$ cat config.mk
export PLATFORM = sky130hd
export DESIGN_NAME = asc_seq_ctrl
export DESIGN_NICKNAME = d
export VERILOG_FILES = /design/src/verilog/asc_pkg.sv /design/src/verilog/asc_seq_ctrl.sv
export SDC_FILE = /design/constraint.sdc
export NUM_CORES = 1
export LEC_CHECK = 0
export ABC_AREA = 1
export BUFFER_PORTS_ARGS = -buffer_cell sky130_fd_sc_hd__buf_2
export CAP_MARGIN = 25
export CORE_UTILIZATION = 40
export DETAILED_ROUTE_END_ITERATION = 10
export GPL_ROUTABILITY_DRIVEN = 0
export HOLD_SLACK_MARGIN = 0.06
export PLACE_DENSITY_LB_ADDON = 0.2
export SETUP_SLACK_MARGIN = 0.4
export SYNTH_ARGS = -nofsm -noshare
export SYNTH_HDL_FRONTEND = slang
export SYNTH_SLANG_ARGS = --single-unit
$ cat constraint.sdc
create_clock -name pclk -period 8.9 [get_ports pclk]
set_input_delay 0.445 -clock pclk [delete_from_list [all_inputs] [get_ports pclk]]
set_output_delay 0.445 -clock pclk [all_outputs]
set_load 0.05 [all_outputs]
$ cat src/verilog/asc_pkg.sv
// Register map, field layouts and converter-side request type of the conversion sequence control block.
`default_nettype none
package asc_pkg;
    localparam int NPOS = 16;
    localparam int RES_W = 12;
    localparam int IDX_W = 6;
    // Register indices; the byte address is four times the index.
    localparam logic [IDX_W-1:0] IDX_CTRL = 6'h03;
    localparam logic [IDX_W-1:0] IDX_TIMING = 6'h04;
    localparam logic [IDX_W-1:0] IDX_START = 6'h05;
    localparam logic [IDX_W-1:0] IDX_CMP = 6'h06;
    localparam logic [IDX_W-1:0] IDX_IRQ_STAT = 6'h07;
    localparam logic [IDX_W-1:0] IDX_IRQ_CLR = 6'h08;
    localparam logic [IDX_W-1:0] IDX_IRQ_EN = 6'h09;
    localparam logic [IDX_W-1:0] IDX_FLAGS = 6'h0A;
    localparam logic [IDX_W-1:0] IDX_RESULT = 6'h10;
    localparam logic [3:0] ADDR_HI_ZERO = 4'h0;
    localparam logic [1:0] ADDR_LO_ZERO = 2'h0;
    localparam logic [7:0] TIMING_RST = 8'h00;
    localparam logic [5:0] START_RST = 6'h00;
    localparam logic [7:0] CTRL_RST = 8'h00;
    localparam logic [1:0] FRZ_FINISH = 2'b10;
    localparam logic [1:0] FRZ_IMMED = 2'b11;
    localparam int IRQ_W = 2;
    localparam int IRQ_SEQ_DONE = 0;
    localparam int IRQ_COMPARE = 1;
    localparam int DIV_W = 6;
    localparam int SMP_W = 5;

    typedef struct packed {
        logic [2:0] sample_time_sel;
        logic [4:0] clock_prescale;
    } asc_timing_t;

    typedef struct packed {
        logic scan;
        logic multi_channel_sel;
        logic [3:0] chan;
    } asc_start_t;

    typedef struct packed {
        logic [3:0] seq_len;
        logic compare_irq_enable;
        logic fast_flag_clear;
        logic freeze_behaviour_hi;
        logic freeze_behaviour_lo;
    } asc_ctrl_t;

    typedef struct packed {
        logic sampling;
        logic convert_start;
        logic [3:0] channel;
    } asc_conv_req_t;

    // Sample length in conversion-clock cycles; the undefined code 111 takes the longest length.
    function automatic logic [SMP_W-1:0] asc_sample_cycles(input logic [2:0] code);
        logic [SMP_W-1:0] n;
        n = 5'h14;
        case (code)
            3'h0: n = 5'h04;
            3'h1: n = 5'h06;
            3'h2: n = 5'h08;
            3'h3: n = 5'h0A;
            3'h4: n = 5'h0C;
            3'h5: n = 5'h10;
            default: n = 5'h14;
        endcase
        return n;
    endfunction
endpackage
`default_nettype wire

$ cat src/verilog/asc_seq_ctrl.sv
// Conversion sequencer with APB register file, complete flags, compare and interrupt logic.
//
// The APB slave port was decided locally.
`timescale 1ns/1ns
`default_nettype none
// How it works
// - Single or continuous, one or many channels.
// - Entering stop aborts the running sequence.
// - Leaving stop restarts aborted sequence, clearing flags.
// - Wait state changes nothing.
// - Freeze field picks continue, finish, or halt.
// - Timing register write aborts the sequence.
// - Sample field picks 4 to 20 cycles.
// - Conversion clock is bus over 2(prescale+1).
// - Sixteen complete flags indexed by sequence position.
// - Position k result lands in result k.
// - Compare gates flag, requests interrupt, drops result.
// - Flags clear by start, write one, or access.
// - Start clear beats set; other clears lose.
// - Start register write aborts and starts anew.
// - Multi-channel increments channel, wrapping to zero.
module asc_seq_ctrl
    import asc_pkg::*;
(
    input wire logic pclk,
    input wire logic presetn,
    input wire logic psel,
    input wire logic penable,
    input wire logic pwrite,
    input wire logic [11:0] paddr,
    input wire logic [31:0] pwdata,
    output logic [31:0] prdata,
    output logic pready,
    output logic pslverr,
    input wire logic stop_mode,
    input wire logic freeze_mode,
    output logic conv_clk,
    output var asc_conv_req_t conv_req,
    input wire logic conv_done,
    input wire logic [RES_W-1:0] conv_result,
    output logic irq
);
    typedef enum logic [1:0] {ST_IDLE, ST_SAMPLE, ST_CONVERT} asc_state_t;

    asc_state_t state_q, state_d;
    asc_timing_t timing_q, timing_d;
    asc_start_t start_q, start_d;
    asc_ctrl_t ctrl_q, ctrl_d;
    logic [NPOS-1:0] auto_compare_enable_q, auto_compare_enable_d;
    logic [NPOS-1:0] compare_greater_sel_q, compare_greater_sel_d;
    logic [NPOS-1:0] flag_q, flag_d;
    logic [RES_W-1:0] res_q [NPOS];
    logic [RES_W-1:0] res_d [NPOS];
    logic [IRQ_W-1:0] irq_stat_q, irq_stat_d;
    logic [IRQ_W-1:0] irq_en_q, irq_en_d;
    logic [3:0] pos_q, pos_d;
    logic [3:0] chan_q, chan_d;
    logic scan_q, scan_d;
    logic multi_channel_sel_q, multi_channel_sel_d;
    logic [SMP_W-1:0] smp_q, smp_d;
    logic [DIV_W-1:0] div_q, div_d;
    logic cclk_q, cclk_d;
    logic cstart_q, cstart_d;
    logic aborted_q, aborted_d;
    logic [31:0] prdata_q, prdata_d;
    logic pslverr_q, pslverr_d;
    logic stop_m_q, stop_s_q, stop_p_q;
    logic frz_m_q, frz_s_q;

    logic setup, wr, rd, mapped;
    logic [IDX_W-1:0] idx;
    logic wr_timing, wr_start, wr_flags, wr_ctrl;
    logic stop_rise, stop_fall, restart, start_clr, tick, hold, done_ok, cmp_true, last;
    logic [NPOS-1:0] rd_res, wr_res, set_f, soft_clr;
    logic [1:0] frz_sel;
    asc_start_t start_src;

    // The bus decode is shared by the setup-phase read mux and the access-phase side effects.
    assign setup = psel & ~penable;
    assign wr = psel & penable & pwrite;
    assign rd = psel & penable & ~pwrite;
    assign idx = paddr[7:2];
    assign mapped = (paddr[11:8] == ADDR_HI_ZERO) && (paddr[1:0] == ADDR_LO_ZERO)
        && ((idx >= IDX_CTRL && idx <= IDX_FLAGS) || (idx >= IDX_RESULT && idx <= IDX_RESULT + IDX_W'(NPOS - 1)));
    assign wr_timing = wr && mapped && idx == IDX_TIMING;
    assign wr_start = wr && mapped && idx == IDX_START;
    assign wr_flags = wr && mapped && idx == IDX_FLAGS;
    assign wr_ctrl = wr && mapped && idx == IDX_CTRL;
    assign stop_rise = stop_s_q & ~stop_p_q;
    assign stop_fall = ~stop_s_q & stop_p_q;
    assign restart = stop_fall & aborted_q;
    assign start_clr = wr_start | restart;
    assign frz_sel = {ctrl_q.freeze_behaviour_hi, ctrl_q.freeze_behaviour_lo};
    // One conversion-clock period ends when the high half of the divided clock expires.
    assign tick = (div_q == {1'b0, timing_q.clock_prescale}) & cclk_q;
    // The finish setting halts only before a new sample has begun counting.
    assign hold = frz_s_q & ((frz_sel == FRZ_IMMED) | ((frz_sel == FRZ_FINISH) & (smp_q == '0)));
    assign cmp_true = compare_greater_sel_q[pos_q] ? (conv_result > res_q[pos_q]) : (conv_result <= res_q[pos_q]);
    assign done_ok = (state_q == ST_CONVERT) & conv_done;
    assign last = pos_q == (ctrl_q.seq_len - 4'h1);
    assign start_src = wr_start ? asc_start_t'(pwdata[5:0]) : start_q;

    genvar g;
    generate
        for (g = 0; g < NPOS; g++)
        begin : g_pos
            assign rd_res[g] = rd && mapped && idx == (IDX_RESULT + IDX_W'(g));
            assign wr_res[g] = wr && mapped && idx == (IDX_RESULT + IDX_W'(g));
            assign set_f[g] = done_ok && pos_q == 4'(g) && (~auto_compare_enable_q[g] | cmp_true);
            assign soft_clr[g] = (wr_flags & pwdata[g] & ~ctrl_q.fast_flag_clear)
                | (ctrl_q.fast_flag_clear & ~auto_compare_enable_q[g] & rd_res[g])
                | (ctrl_q.fast_flag_clear & auto_compare_enable_q[g] & wr_res[g]);
            // Start clears win over the set; the other clears lose to it.
            assign flag_d[g] = start_clr ? 1'b0 : (set_f[g] | (flag_q[g] & ~soft_clr[g]));
            // A conversion store beats a software write in the same cycle; compare values are kept.
            assign res_d[g] = (done_ok && pos_q == 4'(g) && ~auto_compare_enable_q[g]) ? conv_result
                : (wr_res[g] ? pwdata[RES_W-1:0] : res_q[g]);
            always_ff @(posedge pclk or negedge presetn)
            begin
                if (!presetn)
                begin
                    flag_q[g] <= 1'b0;
                    res_q[g] <= '0;
                end
                else
                begin
                    flag_q[g] <= flag_d[g];
                    res_q[g] <= res_d[g];
                end
            end
        end
    endgenerate

    always_comb
    begin
        timing_d = wr_timing ? asc_timing_t'(pwdata[7:0]) : timing_q;
        start_d = start_src;
        ctrl_d = wr_ctrl ? asc_ctrl_t'(pwdata[7:0]) : ctrl_q;
        auto_compare_enable_d = auto_compare_enable_q;
        compare_greater_sel_d = compare_greater_sel_q;
        if (wr && mapped && idx == IDX_CMP)
        begin
            auto_compare_enable_d = pwdata[15:0];
            compare_greater_sel_d = pwdata[31:16];
        end
        irq_en_d = (wr && mapped && idx == IDX_IRQ_EN) ? pwdata[IRQ_W-1:0] : irq_en_q;
        irq_stat_d = irq_stat_q;
        if (wr && mapped && idx == IDX_IRQ_CLR)
        begin
            irq_stat_d = irq_stat_q & ~pwdata[IRQ_W-1:0];
        end
        if (done_ok && last)
        begin
            irq_stat_d[IRQ_SEQ_DONE] = 1'b1;
        end
        if (done_ok && auto_compare_enable_q[pos_q] && cmp_true && ctrl_q.compare_irq_enable)
        begin
            irq_stat_d[IRQ_COMPARE] = 1'b1;
        end
    end

    // The divider runs in every power state alike, so wait mode needs no special handling.
    always_comb
    begin
        cclk_d = cclk_q;
        div_d = div_q + 6'h01;
        if (div_q == {1'b0, timing_q.clock_prescale})
        begin
            div_d = '0;
            cclk_d = ~cclk_q;
        end
    end

    always_comb
    begin
        state_d = state_q;
        pos_d = pos_q;
        chan_d = chan_q;
        scan_d = scan_q;
        multi_channel_sel_d = multi_channel_sel_q;
        smp_d = smp_q;
        cstart_d = 1'b0;
        aborted_d = aborted_q;
        if (stop_rise && state_q != ST_IDLE)
        begin
            aborted_d = 1'b1;
        end
        if (restart || wr_start)
        begin
            aborted_d = 1'b0;
        end
        if (start_clr && !stop_s_q)
        begin
            state_d = ST_SAMPLE;
            pos_d = '0;
            smp_d = '0;
            chan_d = start_src.chan;
            scan_d = start_src.scan;
            multi_channel_sel_d = start_src.multi_channel_sel;
        end
        else if (wr_timing || wr_start || stop_s_q)
        begin
            state_d = ST_IDLE;
            smp_d = '0;
        end
        else
        begin
            unique case (state_q)
                ST_IDLE:
                begin
                    state_d = ST_IDLE;
                end
                ST_SAMPLE:
                begin
                    if (tick && !hold)
                    begin
                        smp_d = smp_q + 5'h01;
                        if (smp_q + 5'h01 == asc_sample_cycles(timing_q.sample_time_sel))
                        begin
                            state_d = ST_CONVERT;
                            cstart_d = 1'b1;
                            smp_d = '0;
                        end
                    end
                end
                ST_CONVERT:
                begin
                    if (conv_done)
                    begin
                        state_d = ST_SAMPLE;
                        if (last)
                        begin
                            pos_d = '0;
                            chan_d = start_q.chan;
                            state_d = scan_q ? ST_SAMPLE : ST_IDLE;
                        end
                        else
                        begin
                            pos_d = pos_q + 4'h1;
                            chan_d = multi_channel_sel_q ? chan_q + 4'h1 : chan_q;
                        end
                    end
                end
            endcase
        end
    end

    // Read data is captured in the setup phase so that prdata leaves a flip-flop.
    always_comb
    begin
        prdata_d = prdata_q;
        pslverr_d = 1'b0;
        if (setup)
        begin
            prdata_d = '0;
            pslverr_d = ~mapped;
            if (mapped)
            begin
                if (idx >= IDX_RESULT)
                begin
                    prdata_d = {20'h00000, res_q[idx[3:0]]};
                end
                else
                begin
                    unique case (idx)
                        IDX_CTRL: prdata_d = {24'h000000, ctrl_q};
                        IDX_TIMING: prdata_d = {24'h000000, timing_q};
                        IDX_START: prdata_d = {26'h0, start_q};
                        IDX_CMP: prdata_d = {compare_greater_sel_q, auto_compare_enable_q};
                        IDX_IRQ_STAT: prdata_d = {30'h0, irq_stat_q};
                        IDX_IRQ_EN: prdata_d = {30'h0, irq_en_q};
                        IDX_FLAGS: prdata_d = {16'h0000, flag_q};
                        default: prdata_d = '0;
                    endcase
                end
            end
        end
    end

    always_ff @(posedge pclk or negedge presetn)
    begin
        if (!presetn)
        begin
            state_q <= ST_IDLE;
            timing_q <= TIMING_RST;
            start_q <= START_RST;
            ctrl_q <= CTRL_RST;
            auto_compare_enable_q <= '0;
            compare_greater_sel_q <= '0;
            irq_stat_q <= '0;
            irq_en_q <= '0;
            pos_q <= '0;
            chan_q <= '0;
            scan_q <= 1'b0;
            multi_channel_sel_q <= 1'b0;
            smp_q <= '0;
            div_q <= '0;
            cclk_q <= 1'b0;
            cstart_q <= 1'b0;
            aborted_q <= 1'b0;
            prdata_q <= '0;
            pslverr_q <= 1'b0;
            stop_m_q <= 1'b0;
            stop_s_q <= 1'b0;
            stop_p_q <= 1'b0;
            frz_m_q <= 1'b0;
            frz_s_q <= 1'b0;
        end
        else
        begin
            state_q <= state_d;
            timing_q <= timing_d;
            start_q <= start_d;
            ctrl_q <= ctrl_d;
            auto_compare_enable_q <= auto_compare_enable_d;
            compare_greater_sel_q <= compare_greater_sel_d;
            irq_stat_q <= irq_stat_d;
            irq_en_q <= irq_en_d;
            pos_q <= pos_d;
            chan_q <= chan_d;
            scan_q <= scan_d;
            multi_channel_sel_q <= multi_channel_sel_d;
            smp_q <= smp_d;
            div_q <= div_d;
            cclk_q <= cclk_d;
            cstart_q <= cstart_d;
            aborted_q <= aborted_d;
            prdata_q <= prdata_d;
            pslverr_q <= pslverr_d;
            stop_m_q <= stop_mode;
            stop_s_q <= stop_m_q;
            stop_p_q <= stop_s_q;
            frz_m_q <= freeze_mode;
            frz_s_q <= frz_m_q;
        end
    end

    assign prdata = prdata_q;
    assign pready = 1'b1;
    assign pslverr = pslverr_q;
    assign conv_clk = cclk_q;
    assign conv_req = '{sampling: state_q == ST_SAMPLE, convert_start: cstart_q, channel: chan_q};
    assign irq = |(irq_stat_q & irq_en_q);
endmodule
`default_nettype wire

==> results.md <==
- CTS clk-pin slew, worst paths: 0.06 ns
- FILL cells: 5032
- Crit. End Element: register
- Initial antenna violation count: 3
- Fin crit share: 50.6%
- Critical Path Start: pos_q[0]
- CTS H-tree depth: 2
- Syn Nets: 2835
- Setup violators final: 0
- Worst Path Required: 9.39 ns
- Max incr delay on CP: 0.73 ns
- Placement Rows: 81
- Worst path cell trace: clkinv_2, buf_4, a21oi_1, o21ai_0, a21oi_1, nor4_1, ha_1, nand2_1, nor2_1, nand2_1, inv_1, nand2_1, nand3_1, nand3_1, nand3_1, nand2_1, a21oi_1
- Worst-skew pair later-pin latency: 0.59 ns
- Post-synthesis register bit count: 330
- Die Y: 225 um
- Largest cells by area after synthesis: dfrtp_1 41%, nand2_1 11%, o21ai_0 10%
- Worst path bufs/invs: 3
- CTS sink cnt: 330
- HP Class: in2reg
- Post-Synthesis Cell Area: 19900 um2
- Total GRT Usage: 31.1%
- Area growth from synthesis to layout: 12.0%
- Sequential area share after synthesis: 41.5%
- Fin. max-slew vios: 0
- Peak VDD IR: 0.167 mV
- Period minus WS final: 4.50 ns
- Syn_area_per_cell: 7.25 um2
- Worst-Margin Slew: 1.15 ns
- Top-area cell type share of the netlist area: 41.5%
- Most frequent cell after synthesis: nand2_1
- Avg Vias per Cell: 5.97
- Most used cell, CP: nand2_1
- Routed len/inst: 22.8 um
- Number of synthesized flops with an enable pin: 0
- First-pass GRT wire length: 119 mm
- First-pass DRT Iterations: 6
- Fmax achieved: 222 MHz
- Largest net degree at the start of global routing: 93
- Cts bufs inserted: 40
- Remaining DRCs: 0
- Die X: 225 um
- Hold WS: 0.0837 ns
- Ports: 106
- Via count: 20.5k
- R2R Path End: flag_q[7]
- Initial drt markers: 2558
- Worst slew margin: 23.3%
- Die area: 50700 um2
- Leading area contributor after synthesis: dfrtp_1
- Yosys cell types: 42
- Run status: completed
- Nets@finish: 2825
- Setup CP Type: reg2reg
- Antenna-violating nets left: 0
- RSZ-0062 raised after global routing: no
- Hold Startpoint: pwdata[22]
- WHS Endpoint: compare_greater_sel_q[6]
- Async SR Flop Fraction: 100%
- P per Cell Area: 156 nW/um2
- P_leak: 10.7 nW
- Data arrival, critical path: 4.99 ns
- YS warnings: 0
- Final Routed Wirelength: 78.4 mm
- Worst reg2reg path startpoint: pos_q[0]
- Maximum clock path buffer count: 3
- CTS tree: yes
- R2R cell count: 17
- Primary FF master, synth: dfrtp_1
- Slowest-stage cell, CP: buf_4
- Worst reg-to-reg setup slack: 4.40 ns
- GRT overflow: 0
- Cell family with the largest share of critical-path delay: simple AND/OR/NAND/NOR gates
- WHS Path Cells: 2
- Crit start category: register
- Top cells by count, synth: 596 x nand2_1, 416 x o21ai_0, 330 x dfrtp_1
- Fin Clk Skew: 0.0225 ns
- Number of global-route vias before repair: 19.1k
- Max cap viols: 0
- Share of cells above drive strength 1: 8.89%
- Final Hold Fails: 0
- Dpl hpwl: 52.2 mm
- Clock root cell: clkbuf_16
- Setup_tns: 0 ns
- PortBufs: 104
- Starting Density: 40.6%
- Critical path fanouts, max: 74
- Syn Inst Count: 2747
- Core area: 49100 um2
[per-stage QoR]
step / area [um2] / utilization [%] / total power [mW] / instances / setup slack, ns
6_report: 22300 / 45.5 / 3.48 / 3432 / 4.40
5_1_grt: 22300 / 45.5 / 3.57 / 3432 / 4.02
4_1_cts: 22100 / 45.0 / 3.49 / 3421 / 4.28
3_5_place_dp: 20700 / 42.2 / 1.77 / 3347 / 4.32
3_3_place_gp: 20600 / 42.1 / 1.77 / 3343 / 4.30
2_1_floorplan: 19900 / - / 1.64 / 2747 / 5.82
[worst reg2reg max path, stage by stage (launching register included)]
cell and delay [ns]:
dfrtp_4 0.62, clkinv_2 0.45, buf_4 0.74, a21oi_1 0.21, o21ai_0 0.16, a21oi_1 0.13
nor4_1 0.45, ha_1 0.19, nand2_1 0.04, nor2_1 0.17, nand2_1 0.08, inv_1 0.08
nand2_1 0.05, nand3_1 0.15, nand3_1 0.45, nand3_1 0.22, nand2_1 0.07, a21oi_1 0.15
[cell type report]
class                           count  area [um2]  area share (%)
Antenna cell                        2        5.00          0.0224
Timing Repair Buffer              144        1020            4.59
Tap cell                          664         831            3.73
Multi-Input combinational cell   1928        9730            43.6
Clock buffer                       58        1170            5.25
Sequential cell                   330        8260            37.1
Clock inverter                     13         173           0.774
Inverter                          293        1100            4.94
[state kept, by name, indices dropped and copies added, names as in the netlist, 2 cells and up]
name and flops:
prdata 32, chan_q 4, timing_q 8, auto_compare_enable_q 16
res_q 192, ctrl_q 8, compare_greater_sel_q 16, flag_q 16
smp_q 5, start_q 6, pos_q 4, irq_en_q 2
irq_stat_q 2, div_q 6, state_q 2
[per-layer routing]
metal,GRT usage [%],vias to the layer above,wire (um)
met5,0,-,11
met4,12.5,2,3110
met3,7.84,220,9030
met2,46.1,1188,34200
met1,43.1,9817,32000
li1,-,9279,-
[cells by family (layout without fill, tap and decap cells)]
group	Yosys count	after routing	share of synthesized area, %
mux	14	14	0.792
compound gates	896	896	25.6
flops	330	330	41.5
buf+inv	489	508	9.73
simple gates	983	983	20.4
other cells	1	3	0.0188
fa+ha+maj	24	24	1.51
xor+xnor	10	10	0.440
[where the power goes]
part / switching [mW] / internal [mW] / total [mW]
registers: 0.00432 / 1.51 / 1.51
logic: 0.190 / 0.0539 / 0.244
clock network: 0.700 / 1.03 / 1.73
[placed cells by master, fill, tap and decap left out, types with 10 or more instances in the layout]
cell / synthesis / layout
buf_4: 6 / 24
inv_1: 281 / 279
dfrtp_1: 330 / 328
nor3_1: 19 / 19
ha_1: 24 / 24
nand4_1: 33 / 33
o21ai_2: 10 / 10
a31oi_1: 25 / 25
nor2_1: 168 / 166
o22ai_1: 57 / 57
nand2_1: 596 / 594
buf_2: 39 / 103
nand3_1: 131 / 131
nor4_1: 12 / 12
a32o_1: 14 / 14
clkbuf_16: 0 / 41
a21oi_1: 208 / 208
o211ai_1: 144 / 144
mux2_1: 14 / 14
o21ai_0: 416 / 416
[worst max path at each step]
stage / cells past startpoint / to / slack (ns)
2_1_floorplan: 21 / flag_q[7] / 5.82
3_3_place_gp: 9 / res_q[141] / 4.30
3_5_place_dp: 9 / res_q[47] / 4.32
4_1_cts: 9 / res_q[47] / 4.28
5_1_grt: 17 / flag_q[7] / 4.02
6_report: 17 / flag_q[7] / 4.40
[what timing repair did]
item | CTS | global route
hold buffers | 3 | 0
setup buffers | 0 | 0
setup endpoints to repair | 0 | 0
hold endpoints to repair | 87 | 0
resized for setup | 0 | 0
No activity file was read; power rests on OpenSTA's default activity.
